`src/rtl/llpc_pkg.sv`:
```
// Constants, register map and helper functions for the line-locked pixel clock generator
package llpc_pkg;

  localparam int MCLK_HZ = 125_000_000;

  // Numerically controlled pixel oscillator: 24 fraction bits per pixel
  localparam int ACC_W  = 32;
  localparam int FRAC_W = 24;
  localparam int INC_W  = 26;
  localparam int ERR_W  = 14;
  localparam int MATH_W = 28;
  localparam int LOOP_SHIFT = 10;
  localparam logic [ERR_W-1:0] LOCK_TOL = 14'h0002;

  // Reference line-rate window
  localparam int HS_RATE_MIN_KHZ  = 15;
  localparam int HS_RATE_MAX_KHZ  = 110;
  localparam int IVL_W            = 14;
  localparam int LINE_MIN_CYC     = (MCLK_HZ + HS_RATE_MAX_KHZ * 1000 - 1)
                                    / (HS_RATE_MAX_KHZ * 1000);
  localparam int LINE_MAX_CYC_DEF = MCLK_HZ / (HS_RATE_MIN_KHZ * 1000);

  // Divisor range that software must respect
  localparam logic [11:0] DIV_MIN = 12'h0DD;
  localparam logic [11:0] DIV_MAX = 12'hFFF;

  // Register indices; byte address is four times the index
  localparam int          ADDR_W     = 6;
  localparam logic [3:0]  IDX_DIV_HI = 4'h1;
  localparam logic [3:0]  IDX_DIV_LO = 4'h2;
  localparam logic [3:0]  IDX_LOOP   = 4'h3;
  localparam logic [3:0]  IDX_OUTCTL = 4'h4;
  localparam logic [3:0]  IDX_PHASE  = 4'h5;
  localparam logic [3:0]  IDX_INCTL  = 4'h6;
  localparam logic [3:0]  IDX_STATUS = 4'h7;
  localparam logic [3:0]  IDX_FREQ   = 4'h8;

  // Field positions
  localparam int DIV_LO_POS   = 4;
  localparam int BAND_POS     = 6;
  localparam int CP_POS       = 3;
  localparam int OUTPOL_BIT   = 4;
  localparam int HSPOL_BIT    = 0;
  localparam int COASTPOL_BIT = 1;
  localparam int EXTSEL_BIT   = 2;
  localparam int ST_LOCK_BIT  = 0;
  localparam int ST_COAST_BIT = 1;
  localparam int ST_EXT_BIT   = 2;
  localparam int ST_LOST_BIT  = 3;

  // Reset values
  localparam logic [11:0] DIV_RST      = 12'h31F;
  localparam logic [1:0]  BAND_RST     = 2'h0;
  localparam logic [2:0]  CP_RST       = 3'h3;
  localparam logic [4:0]  PHASE_RST    = 5'h00;
  localparam logic        OUTPOL_RST   = 1'h1;
  localparam logic        HSPOL_RST    = 1'h1;
  localparam logic        COASTPOL_RST = 1'h1;
  localparam logic        EXTSEL_RST   = 1'h0;
  localparam int          INC_RST_MHZ  = 25;

  function automatic logic [INC_W-1:0] freq_inc(input int mhz);
    longint num;
    num = longint'(mhz) * 64'd1000000 * (64'd1 << FRAC_W);
    return INC_W'(num / longint'(MCLK_HZ));
  endfunction : freq_inc

  function automatic logic [INC_W-1:0] band_lo(input logic [1:0] code);
    case (code)
      2'h0:    return freq_inc(12);
      2'h1:    return freq_inc(37);
      2'h2:    return freq_inc(74);
      default: return freq_inc(140);
    endcase
  endfunction : band_lo

  function automatic logic [INC_W-1:0] band_hi(input logic [1:0] code);
    case (code)
      2'h0:    return freq_inc(37);
      2'h1:    return freq_inc(74);
      2'h2:    return freq_inc(140);
      default: return freq_inc(170);
    endcase
  endfunction : band_hi

  // Drive current in microamperes
  function automatic logic [10:0] cp_ua(input logic [2:0] code);
    case (code)
      3'h0:    return 11'h032;
      3'h1:    return 11'h064;
      3'h2:    return 11'h096;
      3'h3:    return 11'h0FA;
      3'h4:    return 11'h15E;
      3'h5:    return 11'h1F4;
      3'h6:    return 11'h2EE;
      default: return 11'h5DC;
    endcase
  endfunction : cp_ua

endpackage : llpc_pkg

```
`src/rtl/llpc_pin_sync.sv`:
```
// Two-flop pin synchroniser with polarity select and active-edge pulse
`timescale 1ns/100ps
`default_nettype none
module llpc_pin_sync (
  input  wire logic mclk,
  input  wire logic resetn,
  input  wire logic pin_in,
  input  wire logic active_high,
  output logic      level,
  output logic      rise
);

  logic s1_reg;
  logic s2_reg;
  logic lvl_reg;
  logic rise_reg;
  wire  lvl_next = active_high ? s2_reg : ~s2_reg;

  always_ff @(posedge mclk) begin
    if (!resetn) begin
      s1_reg   <= 1'h0;
      s2_reg   <= 1'h0;
      lvl_reg  <= 1'h0;
      rise_reg <= 1'h0;
    end else begin
      s1_reg   <= pin_in;
      s2_reg   <= s1_reg;
      lvl_reg  <= lvl_next;
      rise_reg <= lvl_next & ~lvl_reg;
    end
  end

  assign level = lvl_reg;
  assign rise  = rise_reg;

endmodule : llpc_pin_sync
`default_nettype wire

```
`src/rtl/llpc_line_clock_gen.sv`:
```
// Line-locked pixel clock generator: register slave, oscillator model, loop and phase shift
//
// Functional notes
// Divisor is upper bits from index 0x01 and lower bits from index 0x02.
// Divided oscillator is compared with line sync; error steers frequency.
// Software programs divisor only within 221 to 4095.
// Effective division ratio is the divisor plus one.
// Line sync accepted from 15 to 110 kHz; pixel clock multiplies it.
// Two-bit band code limits oscillator to one of four frequency bands.
// Three-bit drive code selects 50 to 1500 microampere loop current.
// Five-bit phase shifts sampling clock in 32 steps across one pixel.
// Line sync output carries the same phase shift as sampling clock.
// Phase shift also applies when pixel clock comes from outside.
// While coasting, frequency holds and line sync is ignored.
// Separate polarity bits set active levels of sync and coast inputs.
// Software sets input polarity bits to match real signal polarity.
// Software picks band and drive codes per display format.
// Bit 4 of index 0x04 sets output line sync polarity.
// Feedback counter counts pixels to divisor, wraps, pulses once a line.
`timescale 1ns/100ps
`default_nettype none
module llpc_line_clock_gen #(
  parameter int LINE_MAX_CYC = llpc_pkg::LINE_MAX_CYC_DEF
) (
  input  wire logic                         mclk,
  input  wire logic                         resetn,
  input  wire logic [llpc_pkg::ADDR_W-1:0]  avs_address,
  input  wire logic                         avs_read,
  input  wire logic                         avs_write,
  input  wire logic [31:0]                  avs_writedata,
  input  wire logic [3:0]                   avs_byteenable,
  output logic      [31:0]                  avs_readdata,
  output logic                              avs_waitrequest,
  input  wire logic                         line_sync_in,
  input  wire logic                         coast_in,
  input  wire logic                         ext_pixel_clk_in,
  output logic                              pixel_tick,
  output logic                              sample_tick,
  output logic                              sample_clk_out,
  output logic                              line_ref_pulse,
  output logic                              regenerated_line_sync_out,
  output logic      [1:0]                   oscillator_band_code,
  output logic      [10:0]                  drive_current_ua,
  output logic                              locked
);

  // Register file
  logic [7:0]  div_hi_reg;
  logic [3:0]  div_lo_reg;
  logic [1:0]  band_reg;
  logic [2:0]  cp_reg;
  logic        outpol_reg;
  logic [4:0]  phase_reg;
  logic        hspol_reg;
  logic        coastpol_reg;
  logic        extsel_reg;
  logic        ack_reg;
  logic [31:0] rdata_reg;

  // Loop state
  logic [llpc_pkg::ACC_W-1:0]  acc_reg;
  logic [llpc_pkg::INC_W-1:0]  inc_reg;
  logic [11:0]                 fb_cnt_reg;
  logic [llpc_pkg::IVL_W-1:0]  ivl_reg;
  logic                        lock_reg;
  logic                        lost_reg;

  // External clock phase delay
  logic [11:0] per_cnt_reg;
  logic [11:0] per_reg;
  logic [11:0] dly_cnt_reg;
  logic        arm_reg;

  // Outputs from flops
  logic        pix_tick_reg;
  logic        samp_reg;
  logic        samp_clk_reg;
  logic        line_ref_reg;
  logic        sync_out_reg;

  // Synchronised pins
  logic hs_level;
  logic hs_rise;
  logic coast_level;
  logic ext_rise;

  llpc_pin_sync u_hs_sync (
    .mclk        (mclk),
    .resetn      (resetn),
    .pin_in      (line_sync_in),
    .active_high (hspol_reg),
    .level       (hs_level),
    .rise        (hs_rise)
  );

  llpc_pin_sync u_coast_sync (
    .mclk        (mclk),
    .resetn      (resetn),
    .pin_in      (coast_in),
    .active_high (coastpol_reg),
    .level       (coast_level),
    .rise        ()
  );

  // External clock is only edge-detected; its level is of no use here
  llpc_pin_sync u_ext_sync (
    .mclk        (mclk),
    .resetn      (resetn),
    .pin_in      (ext_pixel_clk_in),
    .active_high (1'h1),
    .level       (),
    .rise        (ext_rise)
  );

  // Bus decode: one wait state on every access
  wire [3:0] idx      = avs_address[llpc_pkg::ADDR_W-1:2];
  wire       req      = avs_read | avs_write;
  wire       wr_fire  = avs_write & ack_reg & avs_byteenable[0];
  wire       rd_cap   = avs_read & ~ack_reg;
  wire       sel_dhi  = idx == llpc_pkg::IDX_DIV_HI;
  wire       sel_dlo  = idx == llpc_pkg::IDX_DIV_LO;
  wire       sel_loop = idx == llpc_pkg::IDX_LOOP;
  wire       sel_out  = idx == llpc_pkg::IDX_OUTCTL;
  wire       sel_ph   = idx == llpc_pkg::IDX_PHASE;
  wire       sel_in   = idx == llpc_pkg::IDX_INCTL;
  wire       sel_st   = idx == llpc_pkg::IDX_STATUS;
  wire       sel_fq   = idx == llpc_pkg::IDX_FREQ;
  wire [7:0] wd       = avs_writedata[7:0];

  // Unmapped indices read as zero; writes to them are dropped
  wire [31:0] rd_mux =
      sel_dhi  ? {24'h000000, div_hi_reg} :
      sel_dlo  ? {24'h000000, div_lo_reg, 4'h0} :
      sel_loop ? {24'h000000, band_reg, cp_reg, 3'h0} :
      sel_out  ? {27'h0000000, outpol_reg, 4'h0} :
      sel_ph   ? {27'h0000000, phase_reg} :
      sel_in   ? {29'h00000000, extsel_reg, coastpol_reg, hspol_reg} :
      sel_st   ? {28'h0000000, lost_reg, extsel_reg, coast_level, lock_reg} :
      sel_fq   ? {6'h00, inc_reg} :
                 32'h00000000;

  // Read data are captured in the wait cycle and stand while waitrequest is low
  always_ff @(posedge mclk) begin
    if (!resetn) begin
      ack_reg   <= 1'h0;
      rdata_reg <= 32'h00000000;
    end else begin
      ack_reg <= req & ~ack_reg;
      if (rd_cap) begin
        rdata_reg <= rd_mux;
      end
    end
  end

  always_ff @(posedge mclk) begin
    if (!resetn) begin
      div_hi_reg   <= llpc_pkg::DIV_RST[11:4];
      div_lo_reg   <= llpc_pkg::DIV_RST[3:0];
      band_reg     <= llpc_pkg::BAND_RST;
      cp_reg       <= llpc_pkg::CP_RST;
      outpol_reg   <= llpc_pkg::OUTPOL_RST;
      phase_reg    <= llpc_pkg::PHASE_RST;
      hspol_reg    <= llpc_pkg::HSPOL_RST;
      coastpol_reg <= llpc_pkg::COASTPOL_RST;
      extsel_reg   <= llpc_pkg::EXTSEL_RST;
    end else if (wr_fire) begin
      if (sel_dhi) begin
        div_hi_reg <= wd;
      end
      if (sel_dlo) begin
        div_lo_reg <= wd[llpc_pkg::DIV_LO_POS +: 4];
      end
      if (sel_loop) begin
        band_reg <= wd[llpc_pkg::BAND_POS +: 2];
        cp_reg   <= wd[llpc_pkg::CP_POS +: 3];
      end
      if (sel_out) begin
        outpol_reg <= wd[llpc_pkg::OUTPOL_BIT];
      end
      if (sel_ph) begin
        phase_reg <= wd[4:0];
      end
      if (sel_in) begin
        hspol_reg    <= wd[llpc_pkg::HSPOL_BIT];
        coastpol_reg <= wd[llpc_pkg::COASTPOL_BIT];
        extsel_reg   <= wd[llpc_pkg::EXTSEL_BIT];
      end
    end
  end

  // Feedback ratio and oscillator model
  wire [11:0] divisor = {div_hi_reg, div_lo_reg};
  wire [12:0] ratio   = {1'h0, divisor} + 13'h0001;
  wire [12:0] half    = {1'h0, ratio[12:1]};

  wire [llpc_pkg::ACC_W-1:0] acc_next = acc_reg + {6'h00, inc_reg};
  // Increment never reaches two full pixels, so a 2-bit difference is exact
  wire [1:0]  nco_ticks = acc_next[25:24] - acc_reg[25:24];
  // External edges replace the oscillator as the pixel source
  wire [1:0]  ticks     = extsel_reg ? {1'h0, ext_rise} : nco_ticks;

  wire [12:0] fb_sum  = {1'h0, fb_cnt_reg} + {11'h000, ticks};
  wire        fb_wrap = fb_sum >= ratio;
  wire [12:0] fb_rem  = fb_sum - ratio;
  // A ratio cut to half the running count or below restarts the count, so the
  // feedback pulse cannot repeat on the following cycles
  wire [11:0] fb_wrapped = (fb_rem >= ratio) ? 12'h000 : fb_rem[11:0];

  // Reference qualification: rate window and coast
  wire        ivl_short = ivl_reg < llpc_pkg::IVL_W'(llpc_pkg::LINE_MIN_CYC);
  wire        ivl_long  = ivl_reg > llpc_pkg::IVL_W'(LINE_MAX_CYC);
  // Edges too close together are taken as noise and never steer the loop
  wire        ref_edge  = hs_rise & ~coast_level & ~ivl_short & ~extsel_reg;

  // Phase error in pixels: positive means the oscillator ran fast
  wire signed [llpc_pkg::ERR_W-1:0] err =
      ({1'h0, fb_cnt_reg} <= half) ? $signed({2'h0, fb_cnt_reg})
                                   : $signed({2'h0, fb_cnt_reg}) - $signed({1'h0, ratio});
  wire [llpc_pkg::ERR_W-1:0] err_abs = err[llpc_pkg::ERR_W-1] ? 14'(-err) : 14'(err);

  wire [10:0] cur_ua = llpc_pkg::cp_ua(cp_reg);
  // Loop gain tracks the drive current; 50 uA is one unit
  wire [5:0]  gain   = 6'(cur_ua / 11'h032);
  wire signed [llpc_pkg::MATH_W-1:0] step =
      llpc_pkg::MATH_W'(err * $signed({1'h0, gain})) <<< llpc_pkg::LOOP_SHIFT;
  wire signed [llpc_pkg::MATH_W-1:0] inc_try = $signed({2'h0, inc_reg}) - step;

  wire [llpc_pkg::INC_W-1:0] lo_lim = llpc_pkg::band_lo(band_reg);
  wire [llpc_pkg::INC_W-1:0] hi_lim = llpc_pkg::band_hi(band_reg);
  wire under = inc_try < $signed({2'h0, lo_lim});
  wire over  = inc_try > $signed({2'h0, hi_lim});
  wire [llpc_pkg::INC_W-1:0] inc_clamped =
      under ? lo_lim : over ? hi_lim : llpc_pkg::INC_W'(inc_try);

  // A band change pulls the held frequency into the new band at once
  wire inc_reg_in_band = (inc_reg >= lo_lim) & (inc_reg <= hi_lim);

  always_ff @(posedge mclk) begin
    if (!resetn) begin
      acc_reg    <= 32'h00000000;
      inc_reg    <= llpc_pkg::freq_inc(llpc_pkg::INC_RST_MHZ);
      fb_cnt_reg <= 12'h000;
      ivl_reg    <= 14'h0000;
      lock_reg   <= 1'h0;
      lost_reg   <= 1'h0;
    end else begin
      acc_reg <= acc_next;
      // Interval counter saturates so a dead reference reads as too slow
      if (hs_rise) begin
        ivl_reg <= 14'h0000;
      end else if (ivl_reg != 14'h3FFF) begin
        ivl_reg <= ivl_reg + 14'h0001;
      end
      if (ref_edge) begin
        // Realign the divider to the reference so the next error is pure frequency
        fb_cnt_reg <= 12'(ticks);
        inc_reg    <= inc_clamped;
        lock_reg   <= err_abs <= llpc_pkg::LOCK_TOL;
        lost_reg   <= 1'h0;
      end else begin
        fb_cnt_reg <= fb_wrap ? fb_wrapped : fb_sum[11:0];
        if (!inc_reg_in_band) begin
          inc_reg <= inc_clamped;
        end
        if (ivl_long & ~coast_level) begin
          lock_reg <= 1'h0;
          lost_reg <= 1'h1;
        end
      end
    end
  end

  // Sampling phase, internal clock: offset the accumulator by phase/32 pixel
  wire [llpc_pkg::ACC_W-1:0] ph_off  = {8'h00, phase_reg, 19'h00000};
  wire [llpc_pkg::ACC_W-1:0] sh_now  = acc_reg + ph_off;
  wire [llpc_pkg::ACC_W-1:0] sh_next = acc_next + ph_off;
  wire                       int_samp = sh_next[25:24] != sh_now[25:24];

  // Sampling phase, external clock: delay each edge by phase/32 of its period
  wire [16:0] dly_prod   = {5'h00, per_reg} * {12'h000, phase_reg};
  wire [11:0] dly_target = dly_prod[16:5];
  wire        ext_samp   = arm_reg & (dly_cnt_reg == dly_target);
  // The loop is frozen in external mode, yet phase still shifts each edge
  wire        samp       = extsel_reg ? ext_samp : int_samp;

  always_ff @(posedge mclk) begin
    if (!resetn) begin
      per_cnt_reg <= 12'h000;
      per_reg     <= 12'h000;
      dly_cnt_reg <= 12'h000;
      arm_reg     <= 1'h0;
    end else begin
      if (ext_rise) begin
        per_cnt_reg <= 12'h001;
        per_reg     <= per_cnt_reg;
        dly_cnt_reg <= 12'h000;
        arm_reg     <= 1'h1;
      end else begin
        if (per_cnt_reg != 12'hFFF) begin
          per_cnt_reg <= per_cnt_reg + 12'h001;
        end
        dly_cnt_reg <= dly_cnt_reg + 12'h001;
        if (ext_samp) begin
          arm_reg <= 1'h0;
        end
      end
    end
  end

  // Output flops
  // Strobes are registered so consumers see clean one-cycle pulses
  always_ff @(posedge mclk) begin
    if (!resetn) begin
      pix_tick_reg <= 1'h0;
      samp_reg     <= 1'h0;
      samp_clk_reg <= 1'h0;
      line_ref_reg <= 1'h0;
      sync_out_reg <= ~llpc_pkg::OUTPOL_RST;
    end else begin
      pix_tick_reg <= ticks != 2'h0;
      samp_reg     <= samp;
      line_ref_reg <= fb_wrap & ~ref_edge;
      if (samp) begin
        samp_clk_reg <= ~samp_clk_reg;
        // Sync is retimed on the phased sampling edge, so it carries the same shift
        sync_out_reg <= ~(hs_level ^ outpol_reg);
      end
    end
  end

  assign avs_readdata              = rdata_reg;
  assign avs_waitrequest           = req & ~ack_reg;
  assign pixel_tick                = pix_tick_reg;
  assign sample_tick               = samp_reg;
  assign sample_clk_out            = samp_clk_reg;
  assign line_ref_pulse            = line_ref_reg;
  assign regenerated_line_sync_out = sync_out_reg;
  assign oscillator_band_code      = band_reg;
  assign drive_current_ua          = cur_ua;
  assign locked                    = lock_reg;

endmodule : llpc_line_clock_gen
`default_nettype wire

```
`config.mk`:
```
export PLATFORM = sky130hd
export DESIGN_NAME = llpc_line_clock_gen
export DESIGN_NICKNAME = d
export VERILOG_FILES = /design/src/rtl/llpc_pkg.sv /design/src/rtl/llpc_pin_sync.sv /design/src/rtl/llpc_line_clock_gen.sv
export SDC_FILE = /design/constraint.sdc
export NUM_CORES = 1
export LEC_CHECK = 0
export ABC_AREA = 1
export BUFFER_PORTS_ARGS = -buffer_cell sky130_fd_sc_hd__buf_2
export CAP_MARGIN = 10
export CORE_ASPECT_RATIO = 1.4
export CORE_UTILIZATION = 25
export CTS_BUF_LIST = sky130_fd_sc_hd__clkbuf_16
export DETAILED_ROUTE_END_ITERATION = 10
export HOLD_SLACK_MARGIN = 0.06
export PLACE_DENSITY_LB_ADDON = 0.25
export SYNTH_ARGS = -nofsm -noshare
export SYNTH_HDL_FRONTEND = slang
export SYNTH_SLANG_ARGS = --single-unit
```
`constraint.sdc`:
```
create_clock -name mclk -period 7.95 [get_ports mclk]
set_input_delay 0.795 -clock mclk [delete_from_list [all_inputs] [get_ports mclk]]
set_output_delay 0.795 -clock mclk [all_outputs]
set_load 0.02 [all_outputs]
```
Word level (Yosys, flattened, before mapping)
Cells that the tools add are included.
{"block": "totals", "reg_bits": 198, "inputBits": 49, "out_inout_bits": 52, "wordCells": 158}
{"block": "op_classes", "add_sub_neg": 13, "multipliers": 2, "div": 1, "order_cmp": 10, "n_eq_ne": 21, "n_mux": 30, "bitwise_logic": 27, "n_reduce_logical": 15}
{"op": "26-bit two-way mux", "count": 12}
{"op": "25-bit one-hot mux with 3 select lines", "count": 2}
{"op": "11-bit one-hot mux with 7 select lines", "count": 1}
{"op": "26-bit by 24-bit adder with 26-bit output", "count": 2}
{"op": "32-bit by 26-bit adder with 32-bit output", "count": 1}
{"op": "28-bit by 27-bit > comparator with 1-bit output", "count": 1}
{"op": "28-bit by 27-bit < comparator with 1-bit output", "count": 1}
{"op": "14-bit two-way mux", "count": 2}
{"op": "27-bit by 28-bit subtractor with 28-bit output", "count": 1}
{"op": "13-bit greater-or-equal comparator", "count": 2}
{"op": "26-bit greater-or-equal comparator", "count": 1}
{"op": "26-bit less-or-equal comparator", "count": 1}
{"op": "12-bit by 1-bit adder with 12-bit output, second input constant", "count": 2}
{"op": "12-bit two-way mux", "count": 2}
{"op": "14-bit by 7-bit multiplier with 18-bit output", "count": 1}
{"op": "12-bit by 5-bit multiplier with 17-bit output", "count": 1}
{"op": "4-bit by 3-bit == test with 1-bit output, second input constant", "count": 4}
{"op": "14-bit by 1-bit adder with 14-bit output, second input constant", "count": 1}
{"op": "14-bit > comparator, second input constant", "count": 1}
{"op": "14-bit by 2-bit less-or-equal comparator with 1-bit output, second input constant", "count": 1}
{"op": "14-bit by 11-bit < comparator with 1-bit output, second input constant", "count": 1}
{"op": "14-bit != test, second input constant", "count": 1}
{"op": "14-bit negation", "count": 1}
{"op": "12-bit by 13-bit subtractor with 14-bit output", "count": 1}
{"op": "29 further kinds", "count": 75}

Depth between registers and ports, before layout
{"block": "logic_depth", "word_depth": 10, "ltp_mapped": 60}

Modules after synthesis
A second synthesis with hierarchy kept.
{"block": "unflattened", "hier_cells": 2774, "area_unflattened_um2": 19155.9}
{"module": "llpc_line_clock_gen", "instances": 1, "cells_each": 2729, "area_each_um2": 18765.5, "seq_area_each_um2": 3503.4}
{"module": "llpc_pin_sync", "instances": 3, "cells_each": 15, "area_each_um2": 130.1, "seq_area_each_um2": 80.1}

Least setup slack after synthesis
No wires, ideal clock.
{"block": "synth_path", "kind": "reg2reg", "start": "reg div_lo_reg[2]", "end": "reg inc_reg[9] (netlist name)", "t_arrival_ns": 8.612, "required_ns": 7.816, "slack_ns": -0.796, "path_stages_with_launch": 61, "synth_period_minus_slack_ns": 8.746, "path_cell_list": "dfxtp_1 > nand3_1 > nor3_1 > inv_1 > nor4_1 > nand3_1 > xor2_1 > ha_1 > nand2_1 > nor2_1 > nand4_1 > a21oi_1 > nor2_1 > nor2_2 > buf_6 > buf_6 > nand3_1 > nand2_2 > (+25 left out) > a21oi_1 > nand2_1 > nand2_1 > nand2_1 > ha_1 > nand2_1 > inv_1 > a21oi_1 > nand3_1 > nand2_1 > nand4_4 > nand2_4 > inv_6 > nand2_8 > nand2_8 > buf_8 > nand2_1 > nand3_1"}
{"block": "synth_via", "elab_chain_cells": 10, "word_cells_on_any_way": 12, "classes_between": "3 x add/sub; 1 x mul; 3 x order compare; 5 x mux"}
{"element": "start, declared", "line_no": "llpc_line_clock_gen.sv:49", "text": "logic [3:0] div_lo_reg;"}
{"element": "start signal, assigned", "line_no": "llpc_line_clock_gen.sv:158", "text": "div_lo_reg <= llpc_pkg::DIV_RST[3:0];"}
{"element": "start signal, assigned", "line_no": "llpc_line_clock_gen.sv:171", "text": "div_lo_reg <= wd[llpc_pkg::DIV_LO_POS +: 4];"}
{"element": "12-bit by 1-bit adder with 13-bit output *", "line_no": "llpc_line_clock_gen.sv:193", "text": "wire [12:0] ratio = {1'h0, divisor} + 13'h0001;"}
{"element": "12-bit by 13-bit subtractor with 14-bit output / 12-bit less-or-equal comparator (equally long branches)", "line_no": "llpc_line_clock_gen.sv:218, llpc_line_clock_gen.sv:217"}
{"element": "14-bit two-way mux *", "line_no": "llpc_line_clock_gen.sv:217", "text": "({1'h0, fb_cnt_reg} <= half) ? $signed({2'h0, fb_cnt_reg})"}
{"element": "14-bit by 7-bit multiplier with 18-bit output *", "line_no": "llpc_line_clock_gen.sv:225", "text": "llpc_pkg::MATH_W'(err * $signed({1'h0, gain})) <<< llpc_pkg::LOOP_SHIFT;"}
{"element": "27-bit by 28-bit subtractor with 28-bit output *", "line_no": "llpc_line_clock_gen.sv:226", "text": "wire signed [llpc_pkg::MATH_W-1:0] inc_try = $signed({2'h0, inc_reg}) - step;"}
{"element": "28-bit by 27-bit > comparator with 1-bit output", "line_no": "llpc_line_clock_gen.sv:231", "text": "wire over = inc_try > $signed({2'h0, hi_lim});"}
{"element": "26-bit two-way mux", "line_no": "llpc_line_clock_gen.sv:233", "text": "under ? lo_lim : over ? hi_lim : llpc_pkg::INC_W'(inc_try);"}
{"element": "26-bit two-way mux *", "line_no": "llpc_line_clock_gen.sv:233"}
{"element": "26-bit two-way mux", "line_no": "llpc_line_clock_gen.sv:262", "text": "if (!inc_reg_in_band) begin"}
{"element": "26-bit two-way mux *", "line_no": "llpc_line_clock_gen.sv:254", "text": "if (ref_edge) begin"}
{"element": "end signal, assigned", "line_no": "llpc_line_clock_gen.sv:241", "text": "inc_reg <= llpc_pkg::freq_inc(llpc_pkg::INC_RST_MHZ);"}
{"element": "end signal, assigned", "line_no": "llpc_line_clock_gen.sv:257", "text": "inc_reg <= inc_clamped;"}
{"element": "end signal, assigned", "line_no": "llpc_line_clock_gen.sv:263", "text": "inc_reg <= inc_clamped;"}
{"element": "end, declared", "line_no": "llpc_line_clock_gen.sv:62", "text": "logic [llpc_pkg::INC_W-1:0] inc_reg;"}
Every way passes the cells marked *; elsewhere a longest branch is shown, timed or not. The select of a mux whose other input is x is not followed.
A chain may end at the register's enable or synchronous reset.

Worst setup path after layout
{"block": "layout_path", "start": "reg div_lo_reg[1]", "end": "reg inc_reg[6] (netlist name)"}
The elaborated chain is that of the path after synthesis.

==> impl_metrics.py <==
metrics = {
    "status": {
        "status": "complete, but fails checks",
        "violations": "DRC, setup timing",
    },
    "final_layout": {
        "final_cell_mix": "nand2_1, inv_1, nor2_1",
        "fill_cells": 8110,
        "layout-drive-gt1-share": 0.179,
        "layout_commonest_cell": "nand2_1",
        "utilization": 0.320,
        "fin_nets": 3426,
        "syn_to_final_growth_pct": 26.0,
    },
    "worst_setup_path": {
        "critPathArrivalTime_ps": 8860,
        "worst-path-max-fanout": 7,
        "path_class": "reg2reg",
        "crit_path_top_delay_cell": "fa_1",
        "reg2reg_slack_ps": -560,
        "required_ps": 8310,
        "start_kind": "flop",
        "end_kind": "flop",
        "critPathMostFrequentCell": "nand2_2",
        "cpPeakStageDelay_ps": 570,
    },
    "floorplan": {
        "die_area_sq_mm": 0.0764,
        "die_h_microns": 327,
        "core-area_sq_mm": 0.0743,
        "io_pins": 101,
        "die_w_microns": 234,
        "start_util": 0.254,
        "rows": 118,
    },
    "grt": {
        "gr-total-overflow": 0,
        "grtUsageTotal": 0.168,
        "grt_pass1_wl_microns": 99700,
        "grt_start_max_net_pins": 55,
        "grt_pass1_vias": 18600,
        "antenna_found_initial": 1,
    },
    "logic_synthesis": {
        "synth-compound-area-share": 0.147,
        "async_flop_share": 0,
        "postSynthAreaPerCell_sq_um": 6.92,
        "ys_seq_area_frac": 0.198,
        "syn_area_sq_mm": 0.0188,
        "synth_area_leader_cell": "dfxtp_1",
        "synth_seq_cells": 186,
        "yosys.area_share.simple": 0.256,
        "ys_warn_count": 0,
        "synthXorXnorAreaFrac": 0.0441,
        "syn_inst": 2720,
        "ys_types": 64,
        "synthFlopType": "dfxtp_1",
        "synth_edf_count": 0,
        "synth_adder_area_share": 0.253,
        "synth_top_family_by_area": "simple AND/OR/NAND/NOR gates",
        "synth_mux_area_frac": 0,
        "synth.top_cell.area_share": 0.198,
        "synthTopCellsByArea": "dfxtp_1, ha_1, nand2_1, fa_1, inv_1",
    },
    "routing": {
        "wirelength_microns": 63400,
        "vias": 18600,
        "firstDrtPassIters": 8,
        "drc_errors": 10,
        "vias_per_cell": 4.61,
        "wl_per_cell_microns": 15.8,
        "ant_nets": 0,
        "drtIter0Drc": 814,
    },
    "clock_network": {
        "cts_hold_buf": 0,
        "cts_buffer_depth": 2,
        "cts_tree": "yes",
        "clk_latency_ps": 460,
        "cts_num_sinks": 186,
        "path_clk_slew_ps": 80,
        "cts_made_buffers": 17,
        "h-tree-depth": 4,
        "clockRootBuffer": "clkbuf_16",
    },
    "timing": {
        "slew_headroom": 0.364,
        "drv_slew": 0,
        "min_period_over_period": 1.07,
        "final-hold-violation-count": 0,
        "final.setup.worst_slack_ps": -558,
        "rsz0062_at_grt": "true",
        "finalCriticalPeriod_ps": 8510,
        "fin_skew_ps": 15.2,
        "fmax_ghz": 0.118,
        "setup_violations": 25,
        "holdWs_ps": 392,
        "worst_pin_slew_ps": 954,
    },
    "place": {
        "port_buffers": 64,
        "gp_congestion": 0.889,
        "post-dp-hpwl_microns": 52100,
    },
    "flow_run": {
        "timing.max_cap.violations": 0,
    },
    "worst_hold_path": {
        "hold_class": "reg2reg",
    },
}
## area by class of cell
cell class	count	area [sq um]	share of cell area
Multi-Input combinational cell	2064	14100	0.593
Sequential cell	186	3730	0.157
Timing Repair Buffer	340	2520	0.106
Inverter	438	1660	0.0698
Tap cell	960	1200	0.0506
Clock buffer	17	425	0.0179
Clock inverter	14	129	0.00543
Antenna cell	2	5.00	0.000211
## cell families after synthesis
| group | after synthesis |
|---|---|
| flops | 186 |
| fa+ha+maj | 330 |
| buf+inv | 490 |
| compound gates | 494 |
| other cells | 1 |
| xor+xnor | 94 |
| simple gates | 1125 |
## timing repair
action	in CTS	in global routing
resized for setup	55	102
setup buffers	22	13
pin swaps	60	48
gates cloned	3	1
setup endpoints to repair	25	25
## through the flow
step / setup slack (ps) / instances / cell area (sq um) / setup TNS, ps
floorplan: -520 / 2739 / 19100 / -11900
global placement: -836 / 3951 / 22100 / -19680
detailed placement: -925 / 3951 / 22100 / -21970
CTS: -536 / 4007 / 23100 / -12370
global route: -1120 / 4019 / 23700 / -26720
finish: -558 / 4021 / 23700 / -12440
## worst paths after layout
check / start / endpoint / cells past startpoint
max reg2reg: div_lo_reg[1] / inc_reg[6] / 58
min: u_ext_sync.level / u_ext_sync.rise / 1
max: div_lo_reg[1] / inc_reg[6] / 58
min reg2reg: u_ext_sync.level / u_ext_sync.rise / 1
## metal layers
metal / global-route usage / vias to the layer above / routed length, microns
met3: 0.0113 / 82 / 1290
met2: 0.313 / 250 / 32900
met1: 0.198 / 8690 / 27200
met5: 0 / - / 0
li1: - / 9529 / -
met4: 0.0589 / 0 / 2050
## synth_stat cells (3+ instances only)
library cell  number
nand3b_1           7
a21o_1            12
a21boi_0           5
clkinv_1           3
buf_6              5
fa_1              85
clkbuf_1          34
or2_2              4
nor2_1           278
o221ai_1           3
inv_2              3
o21bai_1          12
dfxtp_1          186
nor2_2             5
nor3_1            42
inv_1            431
buf_2              3
xor2_1            61
a31oi_1           19
buf_4              7
xnor2_1           32
o31ai_1            3
nand2_4            4
nand2_1          553
o21a_1            10
a211oi_1          12
o21ai_2            6
o21ai_1            9
ha_1             245
nor4_1             9
o2111ai_1          3
nand4_1           41
nand3_1          157
nand2_2            5
a221oi_1           3
o21ai_0          142
a21oi_1          230
o211ai_1          13
and2_1             4
## worst max-delay path: cells and delay by family (launching register included)
family / cells / cell delay [ps]
AOI/OAI and AO/OA: 7 / 930
xor gates and xnor gates: 1 / 190
adders and majority gates: 9 / 3270
buffers and inverters: 11 / 940
DFF: 1 / 350
and+or+nand+nor: 30 / 2670
Power is left out: the tool's default activity adds up to more than one toggle a clock period on the data nets, which glitch-free logic cannot reach.
